[src/sdw_defines.svh]
// Constants of the serial display write port.
`ifndef SDW_DEFINES_SVH
`define SDW_DEFINES_SVH
`define SDW_COLS 240
`define SDW_ROWS 320
`define SDW_GMEM_BYTES 172800
`define SDW_COL_MAX 9'h0ef
`define SDW_ROW_MAX 9'h13f
`define SDW_LAST_BIT 3'h7
`define SDW_PARAM_LAST 2'h3
`define SDW_CMD_COL_SET 8'h10
`define SDW_CMD_ROW_SET 8'h11
`define SDW_CMD_MEM_WR 8'h12
`define SDW_CMD_SCAN 8'h13
`define SDW_SCAN_COL_DEC 0
`define SDW_SCAN_ROW_DEC 1
`define SDW_SCAN_RST 8'h00
`define SDW_PINS 5
`define SDW_PIN_CS 0
`define SDW_PIN_DC 1
`define SDW_PIN_SCK 2
`define SDW_PIN_SDI 3
`define SDW_PIN_BL 4
`define SDW_PIN_RST 5'h01
`endif

[src/sdw_pkg.sv]
// Types shared by the serial display write port.
`default_nettype none
package sdw_pkg;
   typedef struct packed {
      logic valid;
      logic is_data;
      logic [7:0] data;
   } sdw_byte_t;

   typedef struct packed {
      logic [8:0] col_start;
      logic [8:0] col_end;
      logic [8:0] row_start;
      logic [8:0] row_end;
   } sdw_win_t;

   typedef struct packed {
      logic [4:0] red;
      logic [5:0] green;
      logic [4:0] blue;
   } sdw_rgb_t;

   typedef struct packed {
      logic valid;
      logic [8:0] col;
      logic [8:0] row;
      sdw_rgb_t color;
   } sdw_pix_t;

   typedef enum logic [2:0] {
      SDW_ST_IDLE = 3'b000,
      SDW_ST_COL = 3'b001,
      SDW_ST_ROW = 3'b010,
      SDW_ST_SCAN = 3'b011,
      SDW_ST_PIX = 3'b100
   } sdw_state_t;
endpackage
`default_nettype wire

[src/sdw_port.sv]
// Serial display write port: pin sampling, byte assembly and command decoding.
//
// Function
// - Traffic accepted only while chip select low.
// - Select low marks command, high marks data.
// - One data bit per serial clock rise.
// - Every transfer unit is eight bits.
// - Bytes arrive most significant bit first.
// - Sample on first edge after idle.
// - Pixel colour is 16-bit 5-6-5 value.
// - Cursor steps rows and columns per scan.
// - Array up to 240 by 320 pixels.
// - Backlight lit while its input is high.
`include "sdw_defines.svh"
`default_nettype none
module sdw_port
   import sdw_pkg::*;
(
   input wire logic ref_clk,
   input wire logic arst_n,
   input wire logic chip_select_low,
   input wire logic cmd_data_select,
   input wire logic serial_clk,
   input wire logic write_data_pin,
   input wire logic backlight_enable,
   output logic readback_pin,
   output logic readback_oe_n,
   output logic backlight_on,
   output sdw_byte_t rx_byte,
   output sdw_pix_t pix_wr,
   output logic [7:0] scan_mode,
   output sdw_win_t window
);
   logic [`SDW_PINS-1:0] pin_s;
   logic cs_s;
   logic dc_s;
   logic sck_s;
   logic sdi_s;
   logic sck_prev_r;
   logic sck_rise;
   logic [2:0] bit_cnt_r;
   logic [2:0] bit_cnt_nxt;
   logic [7:0] shreg_r;
   logic [7:0] shreg_nxt;
   sdw_byte_t byte_r;
   sdw_byte_t byte_nxt;
   sdw_state_t state_r;
   sdw_state_t state_nxt;
   logic [1:0] param_idx_r;
   logic [1:0] param_idx_nxt;
   logic [7:0] hi_r;
   logic [7:0] hi_nxt;
   logic half_r;
   logic half_nxt;
   sdw_win_t win_r;
   sdw_win_t win_nxt;
   logic [7:0] scan_r;
   logic [7:0] scan_nxt;
   sdw_pix_t pix_r;
   sdw_pix_t pix_nxt;
   logic cur_load;
   logic cur_step;
   logic [8:0] cur_col;
   logic [8:0] cur_row;
   logic [8:0] param_val;

   // Keeps window edges inside the pixel array.
   function automatic logic [8:0] clamp(input logic [8:0] v, input logic [8:0] max);
      return (v > max) ? max : v;
   endfunction

   sdw_sync #(
      .W(`SDW_PINS),
      .RST(`SDW_PIN_RST)
   ) u_sync (
      .ref_clk(ref_clk),
      .arst_n(arst_n),
      .pin_in({backlight_enable, write_data_pin, serial_clk, cmd_data_select,
               chip_select_low}),
      .level(pin_s)
   );

   assign cs_s = pin_s[`SDW_PIN_CS];
   assign dc_s = pin_s[`SDW_PIN_DC];
   assign sck_s = pin_s[`SDW_PIN_SCK];
   assign sdi_s = pin_s[`SDW_PIN_SDI];
   // sampling on the rising, first edge from a low idle clock.
   assign sck_rise = sck_s & ~sck_prev_r;

   always_comb begin
      bit_cnt_nxt = bit_cnt_r;
      shreg_nxt = shreg_r;
      byte_nxt = byte_r;
      byte_nxt.valid = 1'b0;
      if (cs_s) begin
         bit_cnt_nxt = 3'h0;
      end else if (sck_rise) begin
         // one bit taken per rising edge.
         // new bits enter at the bottom, so the first lands on top.
         shreg_nxt = {shreg_r[6:0], sdi_s};
         bit_cnt_nxt = bit_cnt_r + 3'h1;
         if (bit_cnt_r == `SDW_LAST_BIT) begin
            byte_nxt.valid = 1'b1;
            // byte tagged by the select level at its last bit.
            byte_nxt.is_data = dc_s;
            byte_nxt.data = {shreg_r[6:0], sdi_s};
         end
      end
   end

   always_ff @(posedge ref_clk or negedge arst_n) begin
      if (!arst_n) begin
         sck_prev_r <= 1'b0;
         bit_cnt_r <= 3'h0;
         shreg_r <= 8'h00;
         byte_r <= '0;
      end else begin
         sck_prev_r <= sck_s;
         bit_cnt_r <= bit_cnt_nxt;
         shreg_r <= shreg_nxt;
         byte_r <= byte_nxt;
      end
   end

   // High address byte is held in hi_r; only its low bit matters for nine-bit edges.
   assign param_val = {hi_r[0], byte_r.data};

   always_comb begin
      state_nxt = state_r;
      param_idx_nxt = param_idx_r;
      hi_nxt = hi_r;
      half_nxt = half_r;
      win_nxt = win_r;
      scan_nxt = scan_r;
      pix_nxt = pix_r;
      pix_nxt.valid = 1'b0;
      cur_load = 1'b0;
      cur_step = 1'b0;
      if (byte_r.valid && !byte_r.is_data) begin
         param_idx_nxt = 2'h0;
         half_nxt = 1'b0;
         unique case (byte_r.data)
            `SDW_CMD_COL_SET: state_nxt = SDW_ST_COL;
            `SDW_CMD_ROW_SET: state_nxt = SDW_ST_ROW;
            `SDW_CMD_SCAN: state_nxt = SDW_ST_SCAN;
            `SDW_CMD_MEM_WR: begin
               state_nxt = SDW_ST_PIX;
               cur_load = 1'b1;
            end
            default: state_nxt = SDW_ST_IDLE;
         endcase
      end else if (byte_r.valid) begin
         unique case (state_r)
            SDW_ST_IDLE: begin
            end
            SDW_ST_COL, SDW_ST_ROW: begin
               param_idx_nxt = param_idx_r + 2'h1;
               if (!param_idx_r[0]) begin
                  hi_nxt = byte_r.data;
               end else if (state_r == SDW_ST_COL) begin
                  // column edges limited to the array width.
                  if (param_idx_r[1]) begin
                     win_nxt.col_end = clamp(param_val, `SDW_COL_MAX);
                  end else begin
                     win_nxt.col_start = clamp(param_val, `SDW_COL_MAX);
                  end
               end else begin
                  // row edges limited to the array height.
                  if (param_idx_r[1]) begin
                     win_nxt.row_end = clamp(param_val, `SDW_ROW_MAX);
                  end else begin
                     win_nxt.row_start = clamp(param_val, `SDW_ROW_MAX);
                  end
               end
               if (param_idx_r == `SDW_PARAM_LAST) begin
                  state_nxt = SDW_ST_IDLE;
               end
            end
            SDW_ST_SCAN: begin
               scan_nxt = byte_r.data;
               state_nxt = SDW_ST_IDLE;
            end
            SDW_ST_PIX: begin
               // two bytes, high first, form one 5-6-5 colour.
               if (!half_r) begin
                  hi_nxt = byte_r.data;
                  half_nxt = 1'b1;
               end else begin
                  pix_nxt.valid = 1'b1;
                  pix_nxt.col = cur_col;
                  pix_nxt.row = cur_row;
                  pix_nxt.color = {hi_r, byte_r.data};
                  half_nxt = 1'b0;
                  cur_step = 1'b1;
               end
            end
         endcase
      end
   end

   always_ff @(posedge ref_clk or negedge arst_n) begin
      if (!arst_n) begin
         state_r <= SDW_ST_IDLE;
         param_idx_r <= 2'h0;
         hi_r <= 8'h00;
         half_r <= 1'b0;
         win_r <= {9'h000, `SDW_COL_MAX, 9'h000, `SDW_ROW_MAX};
         scan_r <= `SDW_SCAN_RST;
         pix_r <= '0;
      end else begin
         state_r <= state_nxt;
         param_idx_r <= param_idx_nxt;
         hi_r <= hi_nxt;
         half_r <= half_nxt;
         win_r <= win_nxt;
         scan_r <= scan_nxt;
         pix_r <= pix_nxt;
      end
   end

   sdw_pixel_addr u_addr (
      .ref_clk(ref_clk),
      .arst_n(arst_n),
      .win(win_r),
      .col_dec(scan_r[`SDW_SCAN_COL_DEC]),
      .row_dec(scan_r[`SDW_SCAN_ROW_DEC]),
      .load(cur_load),
      .step(cur_step),
      .col(cur_col),
      .row(cur_row)
   );

   // The port only accepts writes, so the read-back line is never driven.
   assign readback_pin = 1'b0;
   assign readback_oe_n = 1'b1;
   // backlight follows the filtered enable level.
   assign backlight_on = pin_s[`SDW_PIN_BL];
   assign rx_byte = byte_r;
   assign pix_wr = pix_r;
   assign scan_mode = scan_r;
   assign window = win_r;
endmodule
`default_nettype wire

[src/sdw_sync.sv]
// Three-stage pin synchroniser with an agreement filter.
`default_nettype none
module sdw_sync
   import sdw_pkg::*;
#(
   parameter int W = 1,
   parameter logic [W-1:0] RST = '0
) (
   input wire logic ref_clk,
   input wire logic arst_n,
   input wire logic [W-1:0] pin_in,
   output logic [W-1:0] level
);
   logic [W-1:0] ff1_r;
   logic [W-1:0] ff2_r;
   logic [W-1:0] ff3_r;
   logic [W-1:0] level_r;
   logic [W-1:0] level_nxt;

   // A bit changes only once the second and third stages agree.
   always_comb begin
      level_nxt = level_r;
      for (int i = 0; i < W; i++) begin
         if (ff2_r[i] == ff3_r[i]) begin
            level_nxt[i] = ff3_r[i];
         end
      end
   end

   always_ff @(posedge ref_clk or negedge arst_n) begin
      if (!arst_n) begin
         ff1_r <= RST;
         ff2_r <= RST;
         ff3_r <= RST;
         level_r <= RST;
      end else begin
         ff1_r <= pin_in;
         ff2_r <= ff1_r;
         ff3_r <= ff2_r;
         level_r <= level_nxt;
      end
   end

   assign level = level_r;
endmodule
`default_nettype wire

[src/sdw_pixel_addr.sv]
// Pixel cursor that walks the address window in scan order.
`default_nettype none
module sdw_pixel_addr
   import sdw_pkg::*;
(
   input wire logic ref_clk,
   input wire logic arst_n,
   input wire sdw_win_t win,
   input wire logic col_dec,
   input wire logic row_dec,
   input wire logic load,
   input wire logic step,
   output logic [8:0] col,
   output logic [8:0] row
);
   logic [8:0] col_r;
   logic [8:0] col_nxt;
   logic [8:0] row_r;
   logic [8:0] row_nxt;
   logic [9:0] col_mv;
   logic [9:0] row_mv;

   function automatic logic [8:0] axis_first(input logic [8:0] lo, input logic [8:0] hi,
                                             input logic dec);
      return dec ? hi : lo;
   endfunction

   // Returns the wrap flag above the next position; passing the far edge wraps back.
   function automatic logic [9:0] axis_next(input logic [8:0] cur, input logic [8:0] lo,
                                            input logic [8:0] hi, input logic dec);
      logic past_end;
      past_end = dec ? (cur <= lo) : (cur >= hi);
      if (past_end) begin
         return {1'b1, axis_first(lo, hi, dec)};
      end
      return {1'b0, dec ? cur - 9'h001 : cur + 9'h001};
   endfunction

   always_comb begin
      col_mv = axis_next(col_r, win.col_start, win.col_end, col_dec);
      row_mv = axis_next(row_r, win.row_start, win.row_end, row_dec);
      col_nxt = col_r;
      row_nxt = row_r;
      if (load) begin
         col_nxt = axis_first(win.col_start, win.col_end, col_dec);
         row_nxt = axis_first(win.row_start, win.row_end, row_dec);
      end else if (step) begin
         col_nxt = col_mv[8:0];
         if (col_mv[9]) begin
            row_nxt = row_mv[8:0];
         end
      end
   end

   always_ff @(posedge ref_clk or negedge arst_n) begin
      if (!arst_n) begin
         col_r <= 9'h000;
         row_r <= 9'h000;
      end else begin
         col_r <= col_nxt;
         row_r <= row_nxt;
      end
   end

   assign col = col_r;
   assign row = row_r;
endmodule
`default_nettype wire

[config.mk]
export PLATFORM = sky130hd
export DESIGN_NAME = sdw_port
export DESIGN_NICKNAME = d
export VERILOG_FILES = /design/src/sdw_pkg.sv /design/src/sdw_port.sv /design/src/sdw_sync.sv /design/src/sdw_pixel_addr.sv
export VERILOG_INCLUDE_DIRS = /design/src
export SDC_FILE = /design/constraint.sdc
export NUM_CORES = 1
export LEC_CHECK = 0
export BUFFER_PORTS_ARGS = -buffer_cell sky130_fd_sc_hd__buf_2
export CORE_ASPECT_RATIO = 0.8
export CORE_MARGIN = 2
export CORE_UTILIZATION = 30
export CTS_BUF_LIST = sky130_fd_sc_hd__clkbuf_8
export CTS_CLUSTER_SIZE = 30
export DETAILED_ROUTE_END_ITERATION = 10
export HOLD_SLACK_MARGIN = 0.06
export PLACE_DENSITY = 0.46
export SYNTH_ARGS = -nofsm -noshare
export SYNTH_HDL_FRONTEND = slang
export SYNTH_SLANG_ARGS = --single-unit
[constraint.sdc]
create_clock -name ref_clk -period 4.65 [get_ports ref_clk]
set_input_delay 0.465 -clock ref_clk [delete_from_list [all_inputs] [get_ports ref_clk]]
set_output_delay 0.465 -clock ref_clk [all_outputs]
set_load 0.01 [all_outputs]
==> impl_metrics.json, run 1 <==
{
  "grt_pass1_vias": 5572,
  "yosys.area.top_type_share_pct": 43.8,
  "drc": 0,
  "clk_latency_ns": 0.47,
  "p_per_area_nw_per_um2": 284,
  "slew_headroom_pct": 22.0,
  "ios": 99,
  "cp_max_fo": 13,
  "yosys_warnings": 0,
  "worst_pin_slew_ns": 1.16,
  "finalCritPeriodShare_pct": 59.9,
  "path_class": "register to register",
  "ant_nets": 0,
  "clock_path_buffers": 2,
  "routed_via_density": 4.67,
  "final.fill_count": 2581,
  "max_cap_viol_count": 0,
  "switching_share_pct": 26.0,
  "grt_antenna_before_repair": 0,
  "path_cells": "nor4b_1 > nand2_1 > nor3_2 > nand3b_1 > nand2_1 > mux2_2",
  "postCtsSetupBuffers": 0,
  "synth_nets": 824,
  "setup_violations": 0,
  "yosysMostFrequentCell": "nand2_1",
  "reg2reg_to": "u_addr.col[7]$_DFFE_PN0P_",
  "routed_wl_um": 19800,
  "power.internal_uw": 1860,
  "netlist_top_cells_count": "nand2_1 (137), dfrtp_1 (134), nor2_1 (70)",
  "row_count": 52,
  "cts_hold_buf": 3,
  "synth_edf_count": 0,
  "rrSetupSlack_ns": 1.86,
  "synth_ff_type": "dfrtp_1",
  "grt_first_pass_wirelength_um": 32200,
  "dr.pass1.iters": 7,
  "syn_to_final_growth_pct": 15.7,
  "p_switching_uw": 654,
  "regToRegStartpoint": "rx_byte[4]$_DFFE_PN0P_",
  "numCtsBuffers": 17,
  "clk_pin_slew_ns": 0.10,
  "synthArstFlopShare_pct": 100,
  "final_nets": 914,
  "final_layout_size_suffix_gt1_share_pct": 23.6,
  "ys_ff_latch": 152,
  "syn_inst": 762,
  "cts_tree": "yes",
  "rsz0062_at_grt": "false",
  "post_drt_wl_per_cell_um": 16.7,
  "n_antenna_cell": 0,
  "hold_viol": 0,
  "numPortBuffers": 96,
  "layout_setup_ws_ns": 1.86,
  "dp_slack_ns": 1.89,
  "r2r_cells": 6,
  "final_area_um2": 8860,
  "synth_top_area_cell": "dfrtp_1",
  "netlist_area_um2": 7660,
  "slowest_delay_ns": 0.61,
  "overflow": 0,
  "first_iter_violations": 324,
  "multi_input_area_um2": 3480,
  "pwr-share-clk_pct": 41.8,
  "critical_path.startpoint_type": "register",
  "setup_tns_ns": 0,
  "root_buffer": "clkbuf_8",
  "die_w_um": 183,
  "period_needed_ns": 2.79,
  "clkSinkCount": 152,
  "vias": 5555,
  "drv_slew": 0,
  "crit_required_ns": 5.00,
  "yosysUniqueCellTypes": 64,
  "p_comb_share_pct": 3.0,
  "final-seq-area_um2": 3830,
  "core_um2": 25200,
  "cpMaxStageDelayCell": "nand2_1",
  "grt_max_degree": 99,
  "p_leak_uw": 0.00443,
  "die_h_um": 147,
  "hold_slack_ns": 0.0784,
  "max_freq_ghz": 0.359,
  "ys_top_cells_by_area": "dfrtp_1 (44%), ha_1 (8.7%), nand2_1 (6.7%)",
  "pwr-share-seq_pct": 55.2,
  "path_common_cell": "nand2_1",
  "ys_seq_area_share_pct": 50.0,
  "dpl.hpwl_um": 14000,
  "status": "finished, final reports clean",
  "grt_use_total_pct": 15.6,
  "cts_resized": 0,
  "initial_core_util_pct": 30.4,
  "avgSynthCellArea_um2": 10.0,
  "endpoint_kind": "register",
  "holdCritPathClass": "primary input to async pin",
  "dieArea_um2": 26800,
  "vdd_drop_max_mv": 0.134,
  "place.gp.congestion": 0.797,
  "cp.arrival_ns": 3.14,
  "skew_ns": 0.0203,
  "critPathLaunch": "rx_byte[4]$_DFFE_PN0P_",
  "h-tree-depth": 4,
  "place_area_um2": 8420
}
==> final cells by class <==
class / count / share of cell area (%)
Timing Repair Buffer: 105 / 6.34
Inverter: 49 / 2.08
Multi-Input combinational cell: 527 / 39.3
Clock inverter: 14 / 1.75
Clock buffer: 18 / 2.80
Tap cell: 324 / 4.58
Sequential cell: 152 / 43.2
==> routing by layer <==
layer | track usage (%) | part of all wire, % | wire (µm) | vias to the layer above
li1 | - | - | - | 2765
met4 | 3.63 | 0.58 | 114 | 0
met2 | 22.5 | 41 | 8200 | 118
met5 | 0 | 0 | 0 | -
met1 | 23.4 | 53 | 10500 | 2665
met3 | 4.19 | 5.1 | 1010 | 7
==> worst max-delay path by stage <==
| stage | endpoint | slack [ns] | cells after the start |
|---|---|---|---|
| after floorplan | u_addr.row[5]$_DFFE_PN0P_ | 2.37 | 9 |
| after global placement | u_addr.col[7]$_DFFE_PN0P_ | 1.91 | 6 |
| after detailed placement | u_addr.col[7]$_DFFE_PN0P_ | 1.89 | 6 |
| after CTS | u_addr.col[7]$_DFFE_PN0P_ | 1.83 | 6 |
| after global routing | u_addr.col[0]$_DFFE_PN0P_ | 1.58 | 7 |
| final | u_addr.col[7]$_DFFE_PN0P_ | 1.86 | 6 |
==> critical path: cells and delay by family, from the launching register on <==
family / cells / cell delay, ns
flops: 1 / 0.58
mux: 1 / 0.39
simple gates: 5 / 1.70
==> cells by family (layout without fill, tap and decap cells) <==
group / Yosys count / count (layout) / share of synthesized area, %
buffers and inverters: 83 / 186 / 4.61
other: 2 / 2 / 0.0981
XOR/XNOR: 17 / 17 / 1.94
adder cells (fa/ha/maj): 60 / 60 / 9.84
flip-flops: 152 / 152 / 50.0
multiplexers: 53 / 53 / 7.50
AO/OA/AOI/OAI: 126 / 126 / 10.7
AND/OR/NAND/NOR: 269 / 269 / 15.4
==> power by group through the flow <==
stage               clock network, µW  registers (µW)  logic (µW)
finish                           1050            1390        75.0
detailed placement                  0            1420        76.6
CTS                              1100            1390        78.4
floorplan                           0            1410        40.4
global route                     1150            1400        86.9
global placement                    0            1420        74.9
==> placed cells by master, fill, tap and decap left out, types with 11 or more instances in the layout <==
cell	n
a21oi_1	45
buf_2	95
clkbuf_8	18
dfrtp_1	134
dfstp_2	18
ha_1	53
inv_1	49
mux2_2	35
mux2i_1	18
nand2_1	137
nand3_1	15
nor2_1	70
o21ai_0	40
xnor2_1	11
==> state kept, by name (all words and copies together), names as in the netlist, 7 cells and up <==
signal / cells
hi_r: 8
window: 36
u_addr.col: 9
pix_wr: 35
scan_mode: 8
shreg_r: 7
u_addr.row: 9
rx_byte: 10
==> stage by stage <==
step                      total power [µW]  std cells  utilization, %
after floorplan                       1450        762               -
after global placement                1490       1154            33.5
after detailed placement              1490       1154            33.5
after CTS                             2570       1189            35.2
after global routing                  2640       1189            35.2
final                                 2520       1189            35.2
No activity file was read; power rests on OpenSTA's default activity.
==> inputs of run 2 (changes only) <==
- ABC_AREA: default -> 1
- PLACE_DENSITY: 0.46 -> 0.47
- clock period: 4.65 -> 2.5 ns (I/O delays scaled with it)
==> run 2 against run 1 <==
Compared with the run above:
- clock power grew 95%
- sequential share of layout area fell by 1.8 points
- critical path depth grew 8
- die area increased by 2.2%
- fmax grew 28%
- clock-buffer cell count rose by 1
- synthesized area rose by 2.3%
- core utilization grew 1.1 points
- critical endpoint is now u_addr.col[2]$_DFFE_PN0P_
- highest routed layer unchanged
==> impl_metrics.json, run 2 <==
{
  "status": "finished, final reports clean",
  "postCtsSetupBuffers": 0,
  "final_nets": 1106,
  "routed_wl_um": 22300,
  "initial_core_util_pct": 30.7,
  "p_comb_share_pct": 3.1,
  "syn_to_final_growth_pct": 18.0,
  "rsz0062_at_grt": "false",
  "cp_max_fo": 14,
  "yosys.area.top_type_share_pct": 42.8,
  "power.internal_uw": 3560,
  "h-tree-depth": 4,
  "synth_ff_type": "dfrtp_1",
  "post_drt_wl_per_cell_um": 15.8,
  "netlist_top_cells_count": "nand2_1 (314), dfrtp_1 (134), inv_1 (100)",
  "vias": 6303,
  "finalCritPeriodShare_pct": 87.1,
  "dr.pass1.iters": 4,
  "ys_seq_area_share_pct": 48.9,
  "row_count": 52,
  "synthArstFlopShare_pct": 100,
  "critPathLaunch": "u_addr.col[8]$_DFFE_PN0P_",
  "syn_inst": 933,
  "crit_required_ns": 2.86,
  "max_freq_ghz": 0.459,
  "grt_max_degree": 54,
  "clk_pin_slew_ns": 0.11,
  "drv_slew": 0,
  "first_iter_violations": 269,
  "core_um2": 25500,
  "grt_first_pass_wirelength_um": 35700,
  "r2r_cells": 14,
  "skew_ns": 0.0242,
  "routed_via_density": 4.48,
  "path_class": "register to register",
  "layout_common_cells": "nand2_1 (314), dfrtp_1 (134), inv_1 (100)",
  "hold_viol": 0,
  "numCtsBuffers": 17,
  "clk_latency_ns": 0.48,
  "worstSetupEndpoint": "u_addr.col[2]$_DFFE_PN0P_",
  "p_switching_uw": 1210,
  "cts_tree": "yes",
  "max_cap_viol_count": 0,
  "slew_headroom_pct": 55.9,
  "p_per_area_nw_per_um2": 516,
  "cp.arrival_ns": 2.54,
  "ys_ff_latch": 152,
  "grt_use_total_pct": 17.3,
  "pwr-share-clk_pct": 43.1,
  "ios": 99,
  "die_h_um": 149,
  "p_leak_uw": 0.00494,
  "vdd_drop_max_mv": 0.304,
  "synth_top_area_cell": "dfrtp_1",
  "total_power_uw": 4770,
  "rrSetupSlack_ns": 0.32,
  "dieArea_um2": 27400,
  "ys_top_cells_by_area": "dfrtp_1 (43%), nand2_1 (15%), ha_1 (8.5%)",
  "place.gp.congestion": 0.872,
  "dpl.hpwl_um": 16400,
  "overflow": 0,
  "final_common_cell": "nand2_1",
  "setup_violations": 0,
  "reg2reg_to": "u_addr.col[2]$_DFFE_PN0P_",
  "endpoint_kind": "register",
  "n_antenna_cell": 0,
  "clkSinkCount": 152,
  "grt_pass1_vias": 6240,
  "holdCritPathClass": "primary input to async pin",
  "netlist_area_um2": 7830,
  "synth_edf_count": 0,
  "period_needed_ns": 2.18,
  "avgSynthCellArea_um2": 8.39,
  "largest_reg_flops": 36,
  "grt_antenna_before_repair": 0,
  "setup_tns_ns": 0,
  "regToRegStartpoint": "u_addr.col[8]$_DFFE_PN0P_",
  "worst_pin_slew_ns": 0.660,
  "switching_share_pct": 25.4,
  "drc": 0,
  "die_w_um": 185,
  "pwr-share-seq_pct": 53.9,
  "root_buffer": "clkbuf_8",
  "critical_path.startpoint_type": "register",
  "numPortBuffers": 96,
  "yosysUniqueCellTypes": 45,
  "final_layout_size_suffix_gt1_share_pct": 18.7,
  "yosys_warnings": 0,
  "ant_nets": 0,
  "clock_path_buffers": 2,
  "synth_nets": 995,
  "yosysMostFrequentCell": "nand2_1"
}
==> run 2: cell type report <==
cell class              instances  area (µm²)
flip-flops and latches        152        3830
inverters                     112         423
clock inverters                13         159
multi-input cells             644        3450
fillers                      2729       16300
well taps                     351         439
repair buffers                117         684
clock buffers                  19         262
==> run 2: power groups by stage <==
stage / combinational, µW / clock, µW / sequential [µW]
4_1_cts: 152 / 2120 / 2570
3_3_place_gp: 145 / 0 / 2620
2_1_floorplan: 67.1 / 0 / 2610
3_5_place_dp: 144 / 0 / 2620
6_report: 145 / 2050 / 2570
5_1_grt: 175 / 2220 / 2580
==> run 2: kinds of logic (layout without fill, tap and decap cells) <==
group | after synthesis | after routing | share of synthesized area, %
AO/OA/AOI/OAI | 139 | 139 | 9.65
XOR/XNOR | 12 | 12 | 1.34
adder cells (fa/ha/maj) | 60 | 60 | 9.62
buffers and inverters | 137 | 261 | 7.17
flip-flops | 152 | 152 | 48.9
multiplexers | 1 | 1 | 0.144
other | 2 | 2 | 0.0959
AND/OR/NAND/NOR | 430 | 430 | 23.1
==> run 2: how the worst min path moves through the flow <==
stage | slack (ns) | depth (start not counted) | to
after floorplan | -0.05 | 0 | bit_cnt_r[0]$_DFFE_PN0P_
after global placement | 0.25 | 1 | window[32]$_DFFE_PN0P_
after detailed placement | 0.26 | 1 | window[32]$_DFFE_PN0P_
after CTS | 0.29 | 2 | window[35]$_DFFE_PN0P_
after global routing | 0.31 | 2 | window[35]$_DFFE_PN0P_
final | 0.29 | 2 | window[35]$_DFFE_PN0P_
==> run 2: worst max-delay path, stage by stage (launching register included) <==
cell and delay [ns]:
dfrtp_1 0.48, ha_1 0.35, nand2_1 0.05, inv_1 0.07, nand2_1 0.06, nor2_1 0.12, o21ai_0 0.11, nand2_1 0.07
nand2_1 0.05, nand2_1 0.21, nand2_4 0.14, nand2_4 0.19, nand2_1 0.08, nand2_1 0.06, nand2_1 0.05
==> run 2: timing repair <==
| item | CTS | global route |
|---|---|---|
| hold buffers | 6 | 0 |
| hold endpoints to repair | 46 | 0 |
| gates resized for setup | 0 | 1 |
| endpoints found under the setup margin | 0 | 2 |
==> run 2: metrics by stage <==
step                cells  setup WS, ns  instance area (µm²)  hold slack, ns  utilization [%]
floorplan             933         0.475                 7830         -0.0456                -
global placement     1370         0.306                 8760           0.253             34.3
detailed placement   1370         0.269                 8760           0.257             34.3
CTS                  1408         0.194                 9240           0.285             36.2
global route         1408         0.105                 9240           0.305             36.2
finish               1408         0.323                 9240           0.290             36.2
==> run 2: layer usage <==
layer	track usage (%)	part of all wire, %	wire [µm]
met5	0	0	0
met4	3.85	0.82	184
met2	25.5	43	9640
met1	25.7	52	11600
met3	3.77	3.8	837
==> inputs of run 3 (changes only) <==
- CTS_BUF_LIST: sky130_fd_sc_hd__clkbuf_8 -> default
==> run 3 against run 2 <==
Compared with the run above:
- global-route usage is 0.13 points higher
- sequential power hardly changed
- routed wire length is 0.71% higher
- cell area is 2.1% higher
- critical endpoint unchanged
- highest routed layer unchanged
==> impl_metrics.json, run 3 (synthesized netlist as in run 2, its figures left out) <==
{
  "grt_antenna_before_repair": 0,
  "dieArea_um2": 27400,
  "dpl.hpwl_um": 16400,
  "numPortBuffers": 96,
  "final_layout_size_suffix_gt1_share_pct": 18.7,
  "multi_input_area_um2": 3450,
  "clk_latency_ns": 0.44,
  "root_buffer": "clkbuf_16",
  "path_class": "register to register",
  "clk_pin_slew_ns": 0.08,
  "worst_pin_slew_ns": 0.652,
  "rsz0062_at_grt": "false",
  "p_per_area_nw_per_um2": 577,
  "grt_pass1_vias": 6268,
  "cts_tree": "yes",
  "max_cap_viol_count": 0,
  "status": "finished, final reports clean",
  "critical_path.startpoint_type": "register",
  "crit_family": "simple AND/OR/NAND/NOR gates",
  "ios": 99,
  "cp.arrival_ns": 2.50,
  "vdd_drop_max_mv": 0.447,
  "finalCritPeriodShare_pct": 87.0,
  "endpoint_kind": "register",
  "numCtsBuffers": 17,
  "slew_headroom_pct": 56.4,
  "grt_first_pass_wirelength_um": 36000,
  "clock_path_buffers": 2,
  "clkSinkCount": 152,
  "n_antenna_cell": 0,
  "cpMaxStageDelayCell": "dfrtp_1",
  "final_nets": 1106,
  "holdCritPathClass": "primary input to async pin",
  "final.fill_count": 2713,
  "core_um2": 25500,
  "critical_path_buf_inv_count": 1,
  "path_cells": "ha_1 > nand2_1 > inv_1 > nand2_1 > nor2_1 > o21ai_0 > nand2_1 > nand2_1 > nand2_1 > nand2_4 > nand2_4 > nand2_1 > nand2_1 > nand2_1",
  "first_iter_violations": 287,
  "period_needed_ns": 2.17,
  "hold_viol": 0,
  "routed_via_density": 4.49,
  "overflow": 0,
  "setup_tns_ns": 0,
  "grt_max_degree": 54,
  "ant_nets": 0,
  "place.gp.congestion": 0.872,
  "initial_core_util_pct": 30.7,
  "h-tree-depth": 4,
  "layout_common_cells": "nand2_1 (314), dfrtp_1 (134), inv_1 (100)",
  "final_common_cell": "nand2_1",
  "crit_required_ns": 2.83,
  "p_leak_uw": 0.00503,
  "die_h_um": 149,
  "syn_to_final_growth_pct": 20.5,
  "slowest_delay_ns": 0.46,
  "setup_violations": 0,
  "path_common_cell": "nand2_1",
  "cp_max_fo": 14,
  "drc": 0,
  "row_count": 52,
  "max_freq_ghz": 0.460,
  "largest_reg_flops": 36,
  "die_w_um": 185,
  "dr.pass1.iters": 4,
  "post_drt_wl_per_cell_um": 16.0,
  "final_util_pct": 37.0,
  "drv_slew": 0,
  "skew_ns": 0.0151,
  "final-seq-area_um2": 3830,
  "routed_wl_um": 22500,
  "vias": 6315,
  "grt_use_total_pct": 17.4
}
==> run 3: where the power goes <==
group / total, µW / leakage, µW / internal (µW) / switching, µW
Sequential: 2570 / 0.00201 / 2540 / 35.3
Combinational: 146 / 0.00272 / 49.1 / 96.8
Clock: 2730 / 0.000295 / 1560 / 1170
==> run 3: per-stage QoR <==
| step | area [µm²] | instances | worst slack, ns | hold WS (ns) | power [µW] |
|---|---|---|---|---|---|
| finish | 9440 | 1408 | 0.325 | 0.334 | 5440 |
| global route | 9440 | 1408 | 0.119 | 0.358 | 5660 |
| CTS | 9430 | 1408 | 0.209 | 0.343 | 5520 |
| detailed placement | 8760 | 1370 | 0.269 | 0.257 | 2760 |
| global placement | 8760 | 1370 | 0.306 | 0.253 | 2760 |
| floorplan | 7830 | 933 | 0.475 | -0.0456 | 2680 |
==> run 3: area by class of cell <==
type	instances	share of cell area (%)
flip-flops and latches	152	40.6
well taps	351	4.65
clock inverters	13	1.68
inverters	112	4.48
repair buffers	117	7.25
clock buffers	19	4.80
multi-input cells	644	36.6
==> run 3: worst paths after layout <==
kind,to,depth (start not counted),slack (ns),startpoint
min in group ref_clk,u_sync.ff2_r[3]$_DFF_PN0_,0,0.35,u_sync.ff1_r[3]$_DFF_PN0_
max in group asynchronous,window[4]$_DFFE_PN1P_,3,1.41,arst_n
min reg2reg,u_sync.ff2_r[3]$_DFF_PN0_,0,0.35,u_sync.ff1_r[3]$_DFF_PN0_
min,window[35]$_DFFE_PN0P_,2,0.33,arst_n
max,u_addr.col[2]$_DFFE_PN0P_,14,0.33,u_addr.col[8]$_DFFE_PN0P_
max reg2reg,u_addr.col[2]$_DFFE_PN0P_,14,0.33,u_addr.col[8]$_DFFE_PN0P_
==> run 3: per-layer routing <==
layer | track usage (%) | part of all wire [%]
met2 | 25.7 | 44
met4 | 4.21 | 0.83
met5 | 0 | 0
met1 | 25.8 | 52
met3 | 3.70 | 3.6
==> run 3: what timing repair did <==
item | in CTS | in global routing
endpoints found under the hold margin | 46 | 0
setup endpoints to repair | 0 | 1
gates resized for setup | 0 | 1
buffers inserted | 0 | 0
hold buffers | 6 | 0
